File: config.mk
export PLATFORM = sky130hd
export DESIGN_NAME = wocb_config
export DESIGN_NICKNAME = d
export VERILOG_FILES = /design/src/verilog/wocb_config.v
export VERILOG_INCLUDE_DIRS = /design/src /design/src/verilog
export SDC_FILE = /design/constraint.sdc
export NUM_CORES = 1
export LEC_CHECK = 0
export CAP_MARGIN = 5
export CORE_MARGIN = 2
export CORE_UTILIZATION = 25
export DETAILED_ROUTE_END_ITERATION = 16
export DONT_BUFFER_PORTS = 1
export PLACE_DENSITY = 0.49
export REMOVE_ABC_BUFFERS = 1
export SYNTH_ARGS = -nofsm -noshare
export SYNTH_HDL_FRONTEND = slang
export SYNTH_SLANG_ARGS = --single-unit
File: constraint.sdc
create_clock -name clk -period 4.81 [get_ports clk]
set_input_delay 0.2405 -clock clk [delete_from_list [all_inputs] [get_ports clk]]
set_output_delay 0.2405 -clock clk [all_outputs]
set_load 0.05 [all_outputs]
File: src/verilog/wocb_map.vh
`ifndef WOCB_MAP_VH
`define WOCB_MAP_VH

// register indices; byte address on the bus is four times the index
`define WOCB_IDX_CODE_PROTECT 24'h300001
`define WOCB_IDX_CLOCK_SOURCE 24'h300002
`define WOCB_IDX_WATCHDOG_SCALE 24'h300003
`define WOCB_IDX_STATUS 24'h300006
`define WOCB_ADDR_CODE_PROTECT 26'h0c00004
`define WOCB_ADDR_CLOCK_SOURCE 26'h0c00008
`define WOCB_ADDR_WATCHDOG_SCALE 26'h0c0000c
`define WOCB_ADDR_STATUS 26'h0c00018
`define WOCB_ADDR_W 26

// implemented bit masks; power-on value of every implemented bit is 1
`define WOCB_CP_MASK 8'h04
`define WOCB_CS_MASK 8'hdf
`define WOCB_WS_MASK 8'h0f
`define WOCB_CP_RESET 8'h04
`define WOCB_CS_RESET 8'hdf
`define WOCB_WS_RESET 8'h0f

// field positions
`define WOCB_CP_BIT 2
`define WOCB_CS_TWO_SPEED 7
`define WOCB_CS_MONITOR 6
`define WOCB_CS_LP_SOSC 4
`define WOCB_CS_T1_DIGITAL 3
`define WOCB_CS_OSC_HI 2
`define WOCB_CS_OSC_LO 0
`define WOCB_WS_PS_HI 3
`define WOCB_WS_PS_LO 0
`define WOCB_ST_LOADED 0
`define WOCB_ST_CP_LOCK 1
`define WOCB_ST_CS_LOCK 2
`define WOCB_ST_WS_LOCK 3

// width and count of the configuration bytes
`define WOCB_CFG_W 8
`define WOCB_CFG_N 3

// loader byte indices within the configuration words
`define WOCB_LD_FIRST 2'h1
`define WOCB_LD_LAST 2'h3

// bus answers
`define WOCB_RESP_OKAY 2'h0
`define WOCB_RESP_SLVERR 2'h2

`endif
File: src/verilog/wocb_config.v
// Contract
// - code protect bit 1 leaves program memory open, 0 protects it
// - unimplemented bits 7-3 and 1-0 of code protect byte read zero
// - implemented bits write-once, read 1 unprogrammed; unimplemented bits read zero
// - watchdog postscale field selects power-of-two ratio, 1111 the largest
// - configuration words copied from program memory automatically at power-up
// - bits reset to 1 on power-on reset, kept over other resets
// - programmed bit rejects further writes until power is cycled
`timescale 1ns/1ps
`include "wocb_map.vh"

module wocb_config (
   // clock and power-on reset
   input wire clk,
   input wire reset_n,
   // program memory configuration load path
   output reg pm_req_r,
   output reg [1:0] pm_index_r,
   input wire pm_ack,
   input wire [7:0] pm_data,
   // axi4-lite write address
   input wire [`WOCB_ADDR_W-1:0] s_axi_awaddr,
   input wire s_axi_awvalid,
   output reg s_axi_awready,
   // axi4-lite write data
   input wire [31:0] s_axi_wdata,
   input wire [3:0] s_axi_wstrb,
   input wire s_axi_wvalid,
   output reg s_axi_wready,
   // axi4-lite write response
   output reg [1:0] s_axi_bresp,
   output reg s_axi_bvalid,
   input wire s_axi_bready,
   // axi4-lite read address
   input wire [`WOCB_ADDR_W-1:0] s_axi_araddr,
   input wire s_axi_arvalid,
   output reg s_axi_arready,
   // axi4-lite read data
   output reg [31:0] s_axi_rdata,
   output reg [1:0] s_axi_rresp,
   output reg s_axi_rvalid,
   input wire s_axi_rready,
   // configuration outputs
   output reg config_loaded_r,
   output reg code_protect_r,
   output reg clock_monitor_enable_r,
   output reg two_speed_startup_enable_r,
   output reg low_power_sosc_r,
   output reg timer1_digital_input_r,
   output reg [2:0] primary_osc_select_r,
   output reg [3:0] watchdog_postscale_select_r,
   output reg [15:0] watchdog_ratio_onehot_r
);

   localparam LD_REQ = 2'h0;
   localparam LD_WAIT = 2'h1;
   localparam LD_DONE = 2'h2;

   // power-on bytes, source of the decoded output reset values
   localparam [`WOCB_CFG_W-1:0] CP_POR = `WOCB_CP_RESET;
   localparam [`WOCB_CFG_W-1:0] CS_POR = `WOCB_CS_RESET;
   localparam [`WOCB_CFG_W-1:0] WS_POR = `WOCB_WS_RESET;

   reg [1:0] ld_state_r;
   reg [7:0] code_protect_config_r;
   reg [7:0] clock_source_config_r;
   reg [7:0] watchdog_scale_config_r;
   reg [7:0] cp_lock_r;
   reg [7:0] cs_lock_r;
   reg [7:0] ws_lock_r;

   reg aw_held_r;
   reg w_held_r;
   reg [`WOCB_ADDR_W-1:0] aw_addr_r;
   reg [7:0] w_byte_r;
   reg w_lane_r;

   wire do_write;
   wire wr_cp;
   wire wr_cs;
   wire wr_ws;
   wire wr_hit;
   wire [7:0] cp_nxt;
   wire [7:0] cs_nxt;
   wire [7:0] ws_nxt;
   wire [`WOCB_CFG_N*`WOCB_CFG_W-1:0] cfg_now;
   wire [`WOCB_CFG_N*`WOCB_CFG_W-1:0] cfg_lock;
   wire [`WOCB_CFG_N*`WOCB_CFG_W-1:0] cfg_mask;
   wire [`WOCB_CFG_N*`WOCB_CFG_W-1:0] cfg_nxt;
   genvar gi;
   reg [7:0] rd_byte;
   reg rd_hit;

   // program memory load: one byte per index, unimplemented bits masked off
   always @(posedge clk or negedge reset_n) begin
      if (!reset_n) begin
         ld_state_r <= LD_REQ;
         pm_req_r <= 1'b0;
         pm_index_r <= `WOCB_LD_FIRST;
         config_loaded_r <= 1'b0;
      end else begin
         case (ld_state_r)
            LD_REQ: begin
               pm_req_r <= 1'b1;
               ld_state_r <= LD_WAIT;
            end
            LD_WAIT: begin
               if (pm_ack) begin
                  pm_req_r <= 1'b0;
                  if (pm_index_r == `WOCB_LD_LAST) begin
                     ld_state_r <= LD_DONE;
                     config_loaded_r <= 1'b1;
                  end else begin
                     pm_index_r <= pm_index_r + 2'h1;
                     ld_state_r <= LD_REQ;
                  end
               end
            end
            default: begin
               ld_state_r <= LD_DONE;
            end
         endcase
      end
   end

   // bus write: address and data taken in either order, done once both are held
   assign do_write = aw_held_r && w_held_r && !s_axi_bvalid;
   assign wr_cp = do_write && w_lane_r && (aw_addr_r == `WOCB_ADDR_CODE_PROTECT);
   assign wr_cs = do_write && w_lane_r && (aw_addr_r == `WOCB_ADDR_CLOCK_SOURCE);
   assign wr_ws = do_write && w_lane_r && (aw_addr_r == `WOCB_ADDR_WATCHDOG_SCALE);
   assign wr_hit = (aw_addr_r == `WOCB_ADDR_CODE_PROTECT) ||
                   (aw_addr_r == `WOCB_ADDR_CLOCK_SOURCE) ||
                   (aw_addr_r == `WOCB_ADDR_WATCHDOG_SCALE) ||
                   (aw_addr_r == `WOCB_ADDR_STATUS);

   // locked bits keep their value, unimplemented bits stay zero
   assign cfg_now = {watchdog_scale_config_r, clock_source_config_r, code_protect_config_r};
   assign cfg_lock = {ws_lock_r, cs_lock_r, cp_lock_r};
   assign cfg_mask = {`WOCB_WS_MASK, `WOCB_CS_MASK, `WOCB_CP_MASK};
   generate
      for (gi = 0; gi < `WOCB_CFG_N; gi = gi + 1) begin : g_merge
         wire [`WOCB_CFG_W-1:0] now_b;
         wire [`WOCB_CFG_W-1:0] lock_b;
         wire [`WOCB_CFG_W-1:0] mask_b;
         assign now_b = cfg_now[gi*`WOCB_CFG_W +: `WOCB_CFG_W];
         assign lock_b = cfg_lock[gi*`WOCB_CFG_W +: `WOCB_CFG_W];
         assign mask_b = cfg_mask[gi*`WOCB_CFG_W +: `WOCB_CFG_W];
         assign cfg_nxt[gi*`WOCB_CFG_W +: `WOCB_CFG_W] =
            ((now_b & lock_b) | (w_byte_r & ~lock_b)) & mask_b;
      end
   endgenerate
   assign {ws_nxt, cs_nxt, cp_nxt} = cfg_nxt;

   always @(posedge clk or negedge reset_n) begin
      if (!reset_n) begin
         s_axi_awready <= 1'b0;
         s_axi_wready <= 1'b0;
         s_axi_bvalid <= 1'b0;
         s_axi_bresp <= `WOCB_RESP_OKAY;
         aw_held_r <= 1'b0;
         w_held_r <= 1'b0;
         aw_addr_r <= {`WOCB_ADDR_W{1'b0}};
         w_byte_r <= 8'h00;
         w_lane_r <= 1'b0;
      end else begin
         if (s_axi_awvalid && s_axi_awready) begin
            aw_held_r <= 1'b1;
            aw_addr_r <= s_axi_awaddr;
            s_axi_awready <= 1'b0;
         end else if (config_loaded_r && !aw_held_r && !s_axi_bvalid) begin
            s_axi_awready <= 1'b1;
         end
         if (s_axi_wvalid && s_axi_wready) begin
            w_held_r <= 1'b1;
            w_byte_r <= s_axi_wdata[7:0];
            w_lane_r <= s_axi_wstrb[0];
            s_axi_wready <= 1'b0;
         end else if (config_loaded_r && !w_held_r && !s_axi_bvalid) begin
            s_axi_wready <= 1'b1;
         end
         if (do_write) begin
            aw_held_r <= 1'b0;
            w_held_r <= 1'b0;
            s_axi_bvalid <= 1'b1;
            s_axi_bresp <= wr_hit ? `WOCB_RESP_OKAY : `WOCB_RESP_SLVERR;
         end else if (s_axi_bvalid && s_axi_bready) begin
            s_axi_bvalid <= 1'b0;
         end
      end
   end

   // configuration storage, only power-on reset returns it to ones
   always @(posedge clk or negedge reset_n) begin
      if (!reset_n) begin
         code_protect_config_r <= `WOCB_CP_RESET;
         clock_source_config_r <= `WOCB_CS_RESET;
         watchdog_scale_config_r <= `WOCB_WS_RESET;
         cp_lock_r <= 8'h00;
         cs_lock_r <= 8'h00;
         ws_lock_r <= 8'h00;
      end else begin
         if (ld_state_r == LD_WAIT && pm_ack) begin
            // unimplemented bits from the loader are masked off
            case (pm_index_r)
               `WOCB_LD_FIRST: begin
                  code_protect_config_r <= pm_data & `WOCB_CP_MASK;
               end
               `WOCB_LD_LAST: begin
                  watchdog_scale_config_r <= pm_data & `WOCB_WS_MASK;
               end
               default: begin
                  clock_source_config_r <= pm_data & `WOCB_CS_MASK;
               end
            endcase
         end
         if (wr_cp) begin
            code_protect_config_r <= cp_nxt;
            cp_lock_r <= `WOCB_CP_MASK;
         end
         if (wr_cs) begin
            clock_source_config_r <= cs_nxt;
            cs_lock_r <= `WOCB_CS_MASK;
         end
         if (wr_ws) begin
            watchdog_scale_config_r <= ws_nxt;
            ws_lock_r <= `WOCB_WS_MASK;
         end
      end
   end

   // read decode
   always @* begin
      rd_byte = 8'h00;
      rd_hit = 1'b1;
      if (s_axi_araddr == `WOCB_ADDR_CODE_PROTECT) begin
         rd_byte = code_protect_config_r & `WOCB_CP_MASK;
      end else if (s_axi_araddr == `WOCB_ADDR_CLOCK_SOURCE) begin
         rd_byte = clock_source_config_r & `WOCB_CS_MASK;
      end else if (s_axi_araddr == `WOCB_ADDR_WATCHDOG_SCALE) begin
         rd_byte = watchdog_scale_config_r & `WOCB_WS_MASK;
      end else if (s_axi_araddr == `WOCB_ADDR_STATUS) begin
         rd_byte[`WOCB_ST_LOADED] = config_loaded_r;
         rd_byte[`WOCB_ST_CP_LOCK] = |cp_lock_r;
         rd_byte[`WOCB_ST_CS_LOCK] = |cs_lock_r;
         rd_byte[`WOCB_ST_WS_LOCK] = |ws_lock_r;
      end else begin
         rd_hit = 1'b0;
      end
   end

   always @(posedge clk or negedge reset_n) begin
      if (!reset_n) begin
         s_axi_arready <= 1'b0;
         s_axi_rvalid <= 1'b0;
         s_axi_rdata <= 32'h00000000;
         s_axi_rresp <= `WOCB_RESP_OKAY;
      end else begin
         if (s_axi_arvalid && s_axi_arready) begin
            s_axi_arready <= 1'b0;
            s_axi_rvalid <= 1'b1;
            s_axi_rdata <= {24'h000000, rd_byte};
            s_axi_rresp <= rd_hit ? `WOCB_RESP_OKAY : `WOCB_RESP_SLVERR;
         end else if (s_axi_rvalid) begin
            if (s_axi_rready) begin
               s_axi_rvalid <= 1'b0;
            end
         end else begin
            s_axi_arready <= 1'b1;
         end
      end
   end

   // decoded configuration outputs
   always @(posedge clk or negedge reset_n) begin
      if (!reset_n) begin
         code_protect_r <= ~CP_POR[`WOCB_CP_BIT];
         clock_monitor_enable_r <= CS_POR[`WOCB_CS_MONITOR];
         two_speed_startup_enable_r <= CS_POR[`WOCB_CS_TWO_SPEED];
         low_power_sosc_r <= CS_POR[`WOCB_CS_LP_SOSC];
         timer1_digital_input_r <= CS_POR[`WOCB_CS_T1_DIGITAL];
         primary_osc_select_r <= CS_POR[`WOCB_CS_OSC_HI:`WOCB_CS_OSC_LO];
         watchdog_postscale_select_r <= WS_POR[`WOCB_WS_PS_HI:`WOCB_WS_PS_LO];
         watchdog_ratio_onehot_r <= 16'h0001 << WS_POR[`WOCB_WS_PS_HI:`WOCB_WS_PS_LO];
      end else begin
         // active-high protect from an active-low stored bit
         code_protect_r <= ~code_protect_config_r[`WOCB_CP_BIT];
         clock_monitor_enable_r <= clock_source_config_r[`WOCB_CS_MONITOR];
         two_speed_startup_enable_r <= clock_source_config_r[`WOCB_CS_TWO_SPEED];
         low_power_sosc_r <= clock_source_config_r[`WOCB_CS_LP_SOSC];
         timer1_digital_input_r <= clock_source_config_r[`WOCB_CS_T1_DIGITAL];
         primary_osc_select_r <=
            clock_source_config_r[`WOCB_CS_OSC_HI:`WOCB_CS_OSC_LO];
         watchdog_postscale_select_r <=
            watchdog_scale_config_r[`WOCB_WS_PS_HI:`WOCB_WS_PS_LO];
         // ratio 1:2^n as a one-hot tap select
         watchdog_ratio_onehot_r <= 16'h0001 <<
            watchdog_scale_config_r[`WOCB_WS_PS_HI:`WOCB_WS_PS_LO];
      end
   end

endmodule // wocb_config

==> flow_metrics.env, run 1 <==
export IMPL_status="completed"
export IMPL_path_class="flip-flop to flip-flop"
export IMPL_ant_nets=0
export IMPL_max_freq_mhz=393.6
export IMPL_die_x_um=133.4
export IMPL_ios=177
export IMPL_post_cts_resized=0
export IMPL_syn_avg_cell_area_sq_um=12.65
export IMPL_synth_seq_cells=99
export IMPL_max_stage_delay_ns=0.68
export IMPL_ys_flop_type="dfrtp_1"
export IMPL_finalMaxSlewViolations=0
export IMPL_whs_ns=0.03948
export IMPL_synth_edff_count=0
export IMPL_overflow=0
export IMPL_yosys_warnings=0
export IMPL_yosysSeqAreaShare_pct=59.92
export IMPL_cts_hold_buffers_added=5
export IMPL_path_max_fanout=8
export IMPL_place_hpwl_mm=7.143
export IMPL_met1_length_mm=3.980
export IMPL_place_congestion=0.7242
export IMPL_drt_iter0_drc=82
export IMPL_endpoint_kind="flip-flop"
export IMPL_peakVddDrop_v=0.0002286
export IMPL_maxCapViolations=0
export IMPL_grt_max_degree=100
export IMPL_cpMaxStageDelayCell="dfrtp_1"
export IMPL_area_growth_pct=12.46
export IMPL_start_kind="flip-flop"
export IMPL_relSlewSlack_pct=30.38
export IMPL_period_minus_slack_ns=2.540
export IMPL_post_cts_buffers=0
export IMPL_grt_pass1_vias=2676
export IMPL_start_util_pct=25.43
export IMPL_num_vias=2537
export IMPL_core_area_sq_mm=0.01647
export IMPL_setup_viol=0
export IMPL_fin_setup_tns_ns=0
export IMPL_ys_types=47
export IMPL_clk_pin_slew_worst_paths_ns=0.07
export IMPL_p_per_area_mw_per_mm2=693.0
export IMPL_drt_drc_violations_left=0
export IMPL_cts_sinks=99
export IMPL_cts_buffers=9
export IMPL_wl_met3_um=875
export IMPL_portBuffers=0
export IMPL_min_period_over_period_pct=52.81
export IMPL_die_height_um=133.4
export IMPL_grt_usage_pct=11.15
export IMPL_min_path_type="primary input to flip-flop"
export IMPL_finClkSkew_ns=0.005657
export IMPL_clock_path_buffers=2
export IMPL_detail_route_first_pass_iterations=4
export IMPL_wirelength_mm=9.583
export IMPL_critPathTopFamily="simple AND/OR/NAND/NOR gates"
export IMPL_rows=47
export IMPL_nNetsFinal=444
export IMPL_timing_worst_slew_pin_value_ns=1.042
export IMPL_grt_setup_unrepaired="false"
export IMPL_synthArstFlopShare_pct=100.0
export IMPL_cts_htree_levels=3
export IMPL_rrSetupSlack_ns=2.27
export IMPL_final_hold_violation_count=0
export IMPL_dr_wl_met2_mm=4.565
export IMPL_dieArea_sq_mm=0.01780
export IMPL_power_mw=3.263
export IMPL_avgRoutedWirePerCell_um=17.02
export IMPL_synth_cells=331
export IMPL_syn_area_sq_mm=0.004187
export IMPL_placed_cells=542
export IMPL_cts_root_buf="clkbuf_16"
export IMPL_grt_pass1_wl_mm=14.89
export IMPL_critical_path_arrival_ns=2.83
export IMPL_vias_per_cell=4.506
export IMPL_worst_path_buf_inv=1
export IMPL_nFillCells=1711
export IMPL_antenna_found_initial=1
export IMPL_clkLatencyLatePin_ns=0.35
export IMPL_drive_gt1_share_pct=27.49
export IMPL_cp_required_ns=5.10
export IMPL_tritoncts="built"
export IMPL_final_cells=563
export IMPL_leakage_nw=1.963
export IMPL_crit_chain="inv_1 > ha_1 > or4_1 > a21oi_1 > nand2b_4 > o221a_2"
export IMPL_routed_top_layer="met4"
==> per-stage QoR <==
| stage | utilization [%] | worst slack, ns | instance area, sq um |
|---|---|---|---|
| after floorplan | - | 2.698 | 4050 |
| after global placement | 26.27 | 2.264 | 4325 |
| after detailed placement | 26.27 | 2.245 | 4325 |
| after CTS | 28.58 | 2.232 | 4706 |
| after global routing | 28.58 | 2.144 | 4706 |
| final | 28.59 | 2.270 | 4708 |
==> worst reg2reg max path, stage by stage (launching register included) <==
cell and delay, ns:
dfrtp_1 0.68, inv_1 0.09, ha_1 0.24, or4_1 0.52
a21oi_1 0.47, nand2b_4 0.29, o221a_2 0.21
==> cells by family (layout without fill, tap and decap cells) <==
family / count (synthesis) / count (layout) / synth area share (%)
and+or+nand+nor: 98 / 98 / 13.69
adders and majority gates: 2 / 2 / 0.5976
muxes: 36 / 36 / 9.653
other: 1 / 28 / 0.08957
DFF: 99 / 99 / 59.92
AOI/OAI and AO/OA: 52 / 52 / 9.624
xor gates and xnor gates: 1 / 1 / 0.2092
buffers and inverters: 42 / 27 / 6.216
==> synthesized netlist by cell type, types with 2 or more instances <==
master     n  area [sq um]
nand3b_1   2         15.01
o21ai_0   10         50.05
inv_1      7         26.28
ha_1       2         25.02
nor3_1    11         55.05
o221a_2    7         78.83
or4_4      2         22.52
o22ai_1    3         18.77
and2_1     2         12.51
or2_2      2         12.51
a31o_2     2         17.52
buf_4     27         202.7
a32o_1     3         30.03
dfstp_2   25         656.9
o31ai_1    2         15.01
nor2b_1    3         18.77
dfrtp_1   74          1852
nor3b_1    2         15.01
or2b_1     7         52.55
nor4_1     9         56.30
o22a_1     4         35.03
nand3_1    3         15.01
nor2_1    19         71.32
nand4_1    5         31.28
a22o_1     4         35.03
and3b_1    2         17.52
a21oi_1    8         40.04
o21a_1     5         37.54
clkbuf_1   7         26.28
mux2_2    35         394.1
nand2_1   15         56.30
nand2b_1   7         43.79
==> final timing paths <==
path,end,depth (start not counted),from
max in group asynchronous,timer1_digital_input_r,2,reset_n
worst min-delay path,w_byte_r[2],1,s_axi_wdata[2]
worst max-delay path,flip-flop,6,pm_index_r[1]
worst max register to register,flip-flop,6,pm_index_r[1]
min in group asynchronous,aw_addr_r[12],2,reset_n
worst min register to register,primary_osc_select_r[1],0,flip-flop
==> cell type report <==
cell class	count	area (sq um)	area share [%]
diodes	1	2.502	0.05315
clock buffers	9	225.2	4.783
clock inverters	6	87.58	1.860
inverters	7	26.28	0.5581
multi-input cells	216	1515	32.18
flip-flops and latches	99	2509	53.28
well taps	220	275.3	5.846
repair buffers	5	67.56	1.435
==> power breakdown <==
group	leakage (nW)	internal [mW]	switching [mW]
clock	0.156	0.455	0.322
combinational	0.625	0.279	0.265
sequential	1.18	1.24	0.702
==> cell usage in the layout (no fill, tap or decap), types with 7 or more instances in the layout <==
master and n:
a21oi_1 8, or2b_1 7, o221a_2 7, nand2_1 15, clkbuf_16 9, inv_1 7, nor4_1 9, nor3_1 11
dfrtp_1 74, conb_1 27, o21ai_0 10, mux2_2 35, dfstp_2 25, nor2_1 19, nand2b_1 7
==> metal layers <==
layer,vias to the layer above,track usage [%]
met5,-,0
met1,1247,13.23
met3,14,4.604
met2,118,17.98
met4,0,4.433
li1,1158,-
(Power assumes the default switching activity.)
==> run 2: changes to the inputs <==
==> constraint.sdc (replaced) <==
create_clock -name clk -period 2.4 [get_ports clk]
set_input_delay 0.12 -clock clk [delete_from_list [all_inputs] [get_ports clk]]
set_output_delay 0.12 -clock clk [all_outputs]
set_load 0.05 [all_outputs]
==> run 2 against run 1 <==
  * The run now ends with hold timing left
  * Cell area grew 7.8%
  * Clock skew up 0.0018 ns
  * Combinational power rose by 120%
  * Critical path depth unchanged
  * Sequential power rose by 99%
  * Critical path type unchanged
  * Largest cell class unchanged
==> flow_metrics.env, run 2 (synthesis gave the netlist of run 1 again) <==
export IMPL_die_x_um=133.4
export IMPL_p_comb_share_pct=18.1
export IMPL_min_path_type="primary input to asynchronous set/reset pin"
export IMPL_final_cells=605
export IMPL_max_freq_mhz=441.9
export IMPL_wirelength_mm=9.888
export IMPL_antenna_found_initial=1
export IMPL_status="finished, violations left"
export IMPL_violations="hold timing"
export IMPL_ios=177
export IMPL_place_congestion=0.7219
export IMPL_wl_met3_um=762
export IMPL_timing_worst_slew_pin_value_ns=0.6245
export IMPL_whs_ns=-0.5314
export IMPL_period_minus_slack_ns=2.263
export IMPL_p_sw_mw=2.573
export IMPL_die_height_um=133.4
export IMPL_dieArea_sq_mm=0.01780
export IMPL_dr_wl_met2_mm=4.995
export IMPL_cts_buffers=9
export IMPL_cp_required_ns=2.67
export IMPL_routed_top_layer="met4"
export IMPL_fin_setup_tns_ns=0
export IMPL_nNetsFinal=485
export IMPL_final_common_cell="dfrtp_1"
export IMPL_peakVddDrop_v=0.0005204
export IMPL_finalMaxSlewViolations=0
export IMPL_overflow=0
export IMPL_rrSetupSlack_ns=0.14
export IMPL_cts_root_buf="clkbuf_16"
export IMPL_start_kind="flip-flop"
export IMPL_setup_viol=0
export IMPL_min_period_over_period_pct=94.29
export IMPL_avgRoutedWirePerCell_um=16.34
export IMPL_swShare_pct=39.51
export IMPL_clock_path_buffers=2
export IMPL_vias_per_cell=4.412
export IMPL_clkLatencyLatePin_ns=0.35
export IMPL_cts_sinks=99
export IMPL_reg2reg_depth=6
export IMPL_grt_pass1_wl_mm=15.59
export IMPL_most_common_layout_cells="dfrtp_1, dlygate4sd3_1, mux2_2"
export IMPL_finClkSkew_ns=0.007431
export IMPL_start_util_pct=25.43
export IMPL_cts_hold_buffers_added=40
export IMPL_p_int_mw=3.940
export IMPL_maxCapViolations=0
export IMPL_drt_drc_violations_left=0
export IMPL_clkPwrFrac_pct=22.7
export IMPL_portBuffers=0
export IMPL_critical_path_arrival_ns=2.54
export IMPL_detail_route_first_pass_iterations=4
export IMPL_post_cts_buffers=0
export IMPL_r2r_start="aw_addr_r[7]"
export IMPL_dpl_worst_slack_ns=0.2006
export IMPL_path_class="flip-flop to flip-flop"
export IMPL_grt_usage_pct=11.62
export IMPL_num_vias=2669
export IMPL_placed_cells=548
export IMPL_grt_max_degree=100
export IMPL_setup_slack_ns=0.1371
export IMPL_drt_iter0_drc=66
export IMPL_grt_pass1_vias=2859
export IMPL_rows=47
export IMPL_grt_setup_unrepaired="false"
export IMPL_fin_util_pct=30.84
export IMPL_clk_pin_slew_worst_paths_ns=0.06
export IMPL_p_seq_share_pct=59.2
export IMPL_tritoncts="built"
export IMPL_power_mw=6.513
export IMPL_relSlewSlack_pct=58.37
export IMPL_place_hpwl_mm=7.240
export IMPL_leakage_nw=2.113
export IMPL_drive_gt1_share_pct=25.78
export IMPL_ant_nets=0
export IMPL_p_per_area_mw_per_mm2=1283
export IMPL_core_area_sq_mm=0.01647
export IMPL_cts_htree_levels=3
export IMPL_path_max_fanout=8
export IMPL_post_cts_resized=0
export IMPL_endpoint_kind="flip-flop"
export IMPL_area_growth_pct=21.28
export IMPL_final_hold_violation_count=99
export IMPL_met1_length_mm=4.005
-- run 2: changes by cell type in the layout (fill, tap and decap cells not counted), sizes merged --
cell | before | now
buf | 1 | 6
bufinv | 2 | 1
clkbuf | 9 | 11
clkinv | 2 | 0
clkinvlp | 0 | 3
dlygate4sd3 | 4 | 40
inv | 9 | 8
-- run 2: per-layer routing --
| layer | up-vias | track usage (%) |
|---|---|---|
| met5 | - | 0 |
| met4 | 0 | 4.433 |
| li1 | 1231 | - |
| met1 | 1318 | 13.45 |
| met2 | 110 | 19.56 |
| met3 | 10 | 4.414 |
-- run 2: layout make-up --
type	instances	area [sq um]
Sequential cell	99	2509
Fill cell	1666	11390
Multi-Input combinational cell	216	1515
Clock inverter	5	61.31
Clock buffer	11	242.7
Antenna cell	1	2.502
Inverter	7	26.28
Timing Repair Buffer	46	445.4
Tap cell	220	275.3
-- run 2: worst max-delay path by stage --
stage / from / end
final: aw_addr_r[7] / flip-flop
after global routing: aw_addr_r[7] / flip-flop
after CTS: aw_addr_r[7] / flip-flop
after detailed placement: aw_addr_r[7] / flip-flop
after global placement: aw_addr_r[7] / flip-flop
after floorplan: pm_index_r[1] / flip-flop
-- run 2: metrics by stage --
stage	cell area, sq um	hold slack (ns)
after global placement	4370	-0.1719
after floorplan	4050	-0.1756
after detailed placement	4370	-0.1723
after global routing	5077	-0.5590
final	5077	-0.5314
after CTS	5075	-0.5546
-- run 2: power groups by stage --
stage | sequential [mW] | combinational [mW] | clock (mW)
after floorplan | 3.70 | 0.914 | 0
after global placement | 3.88 | 1.11 | 0
after detailed placement | 3.92 | 1.14 | 0
after CTS | 3.89 | 1.20 | 1.54
after global routing | 3.98 | 1.33 | 1.62
final | 3.86 | 1.18 | 1.48
-- run 2: critical path: stages (launching register included) --
cell,delay (ns)
dfrtp_1,0.38
or4_4,0.57
nor4_1,0.49
a21oi_1,0.15
buf_4,0.18
nand2b_4,0.17
o221a_2,0.25
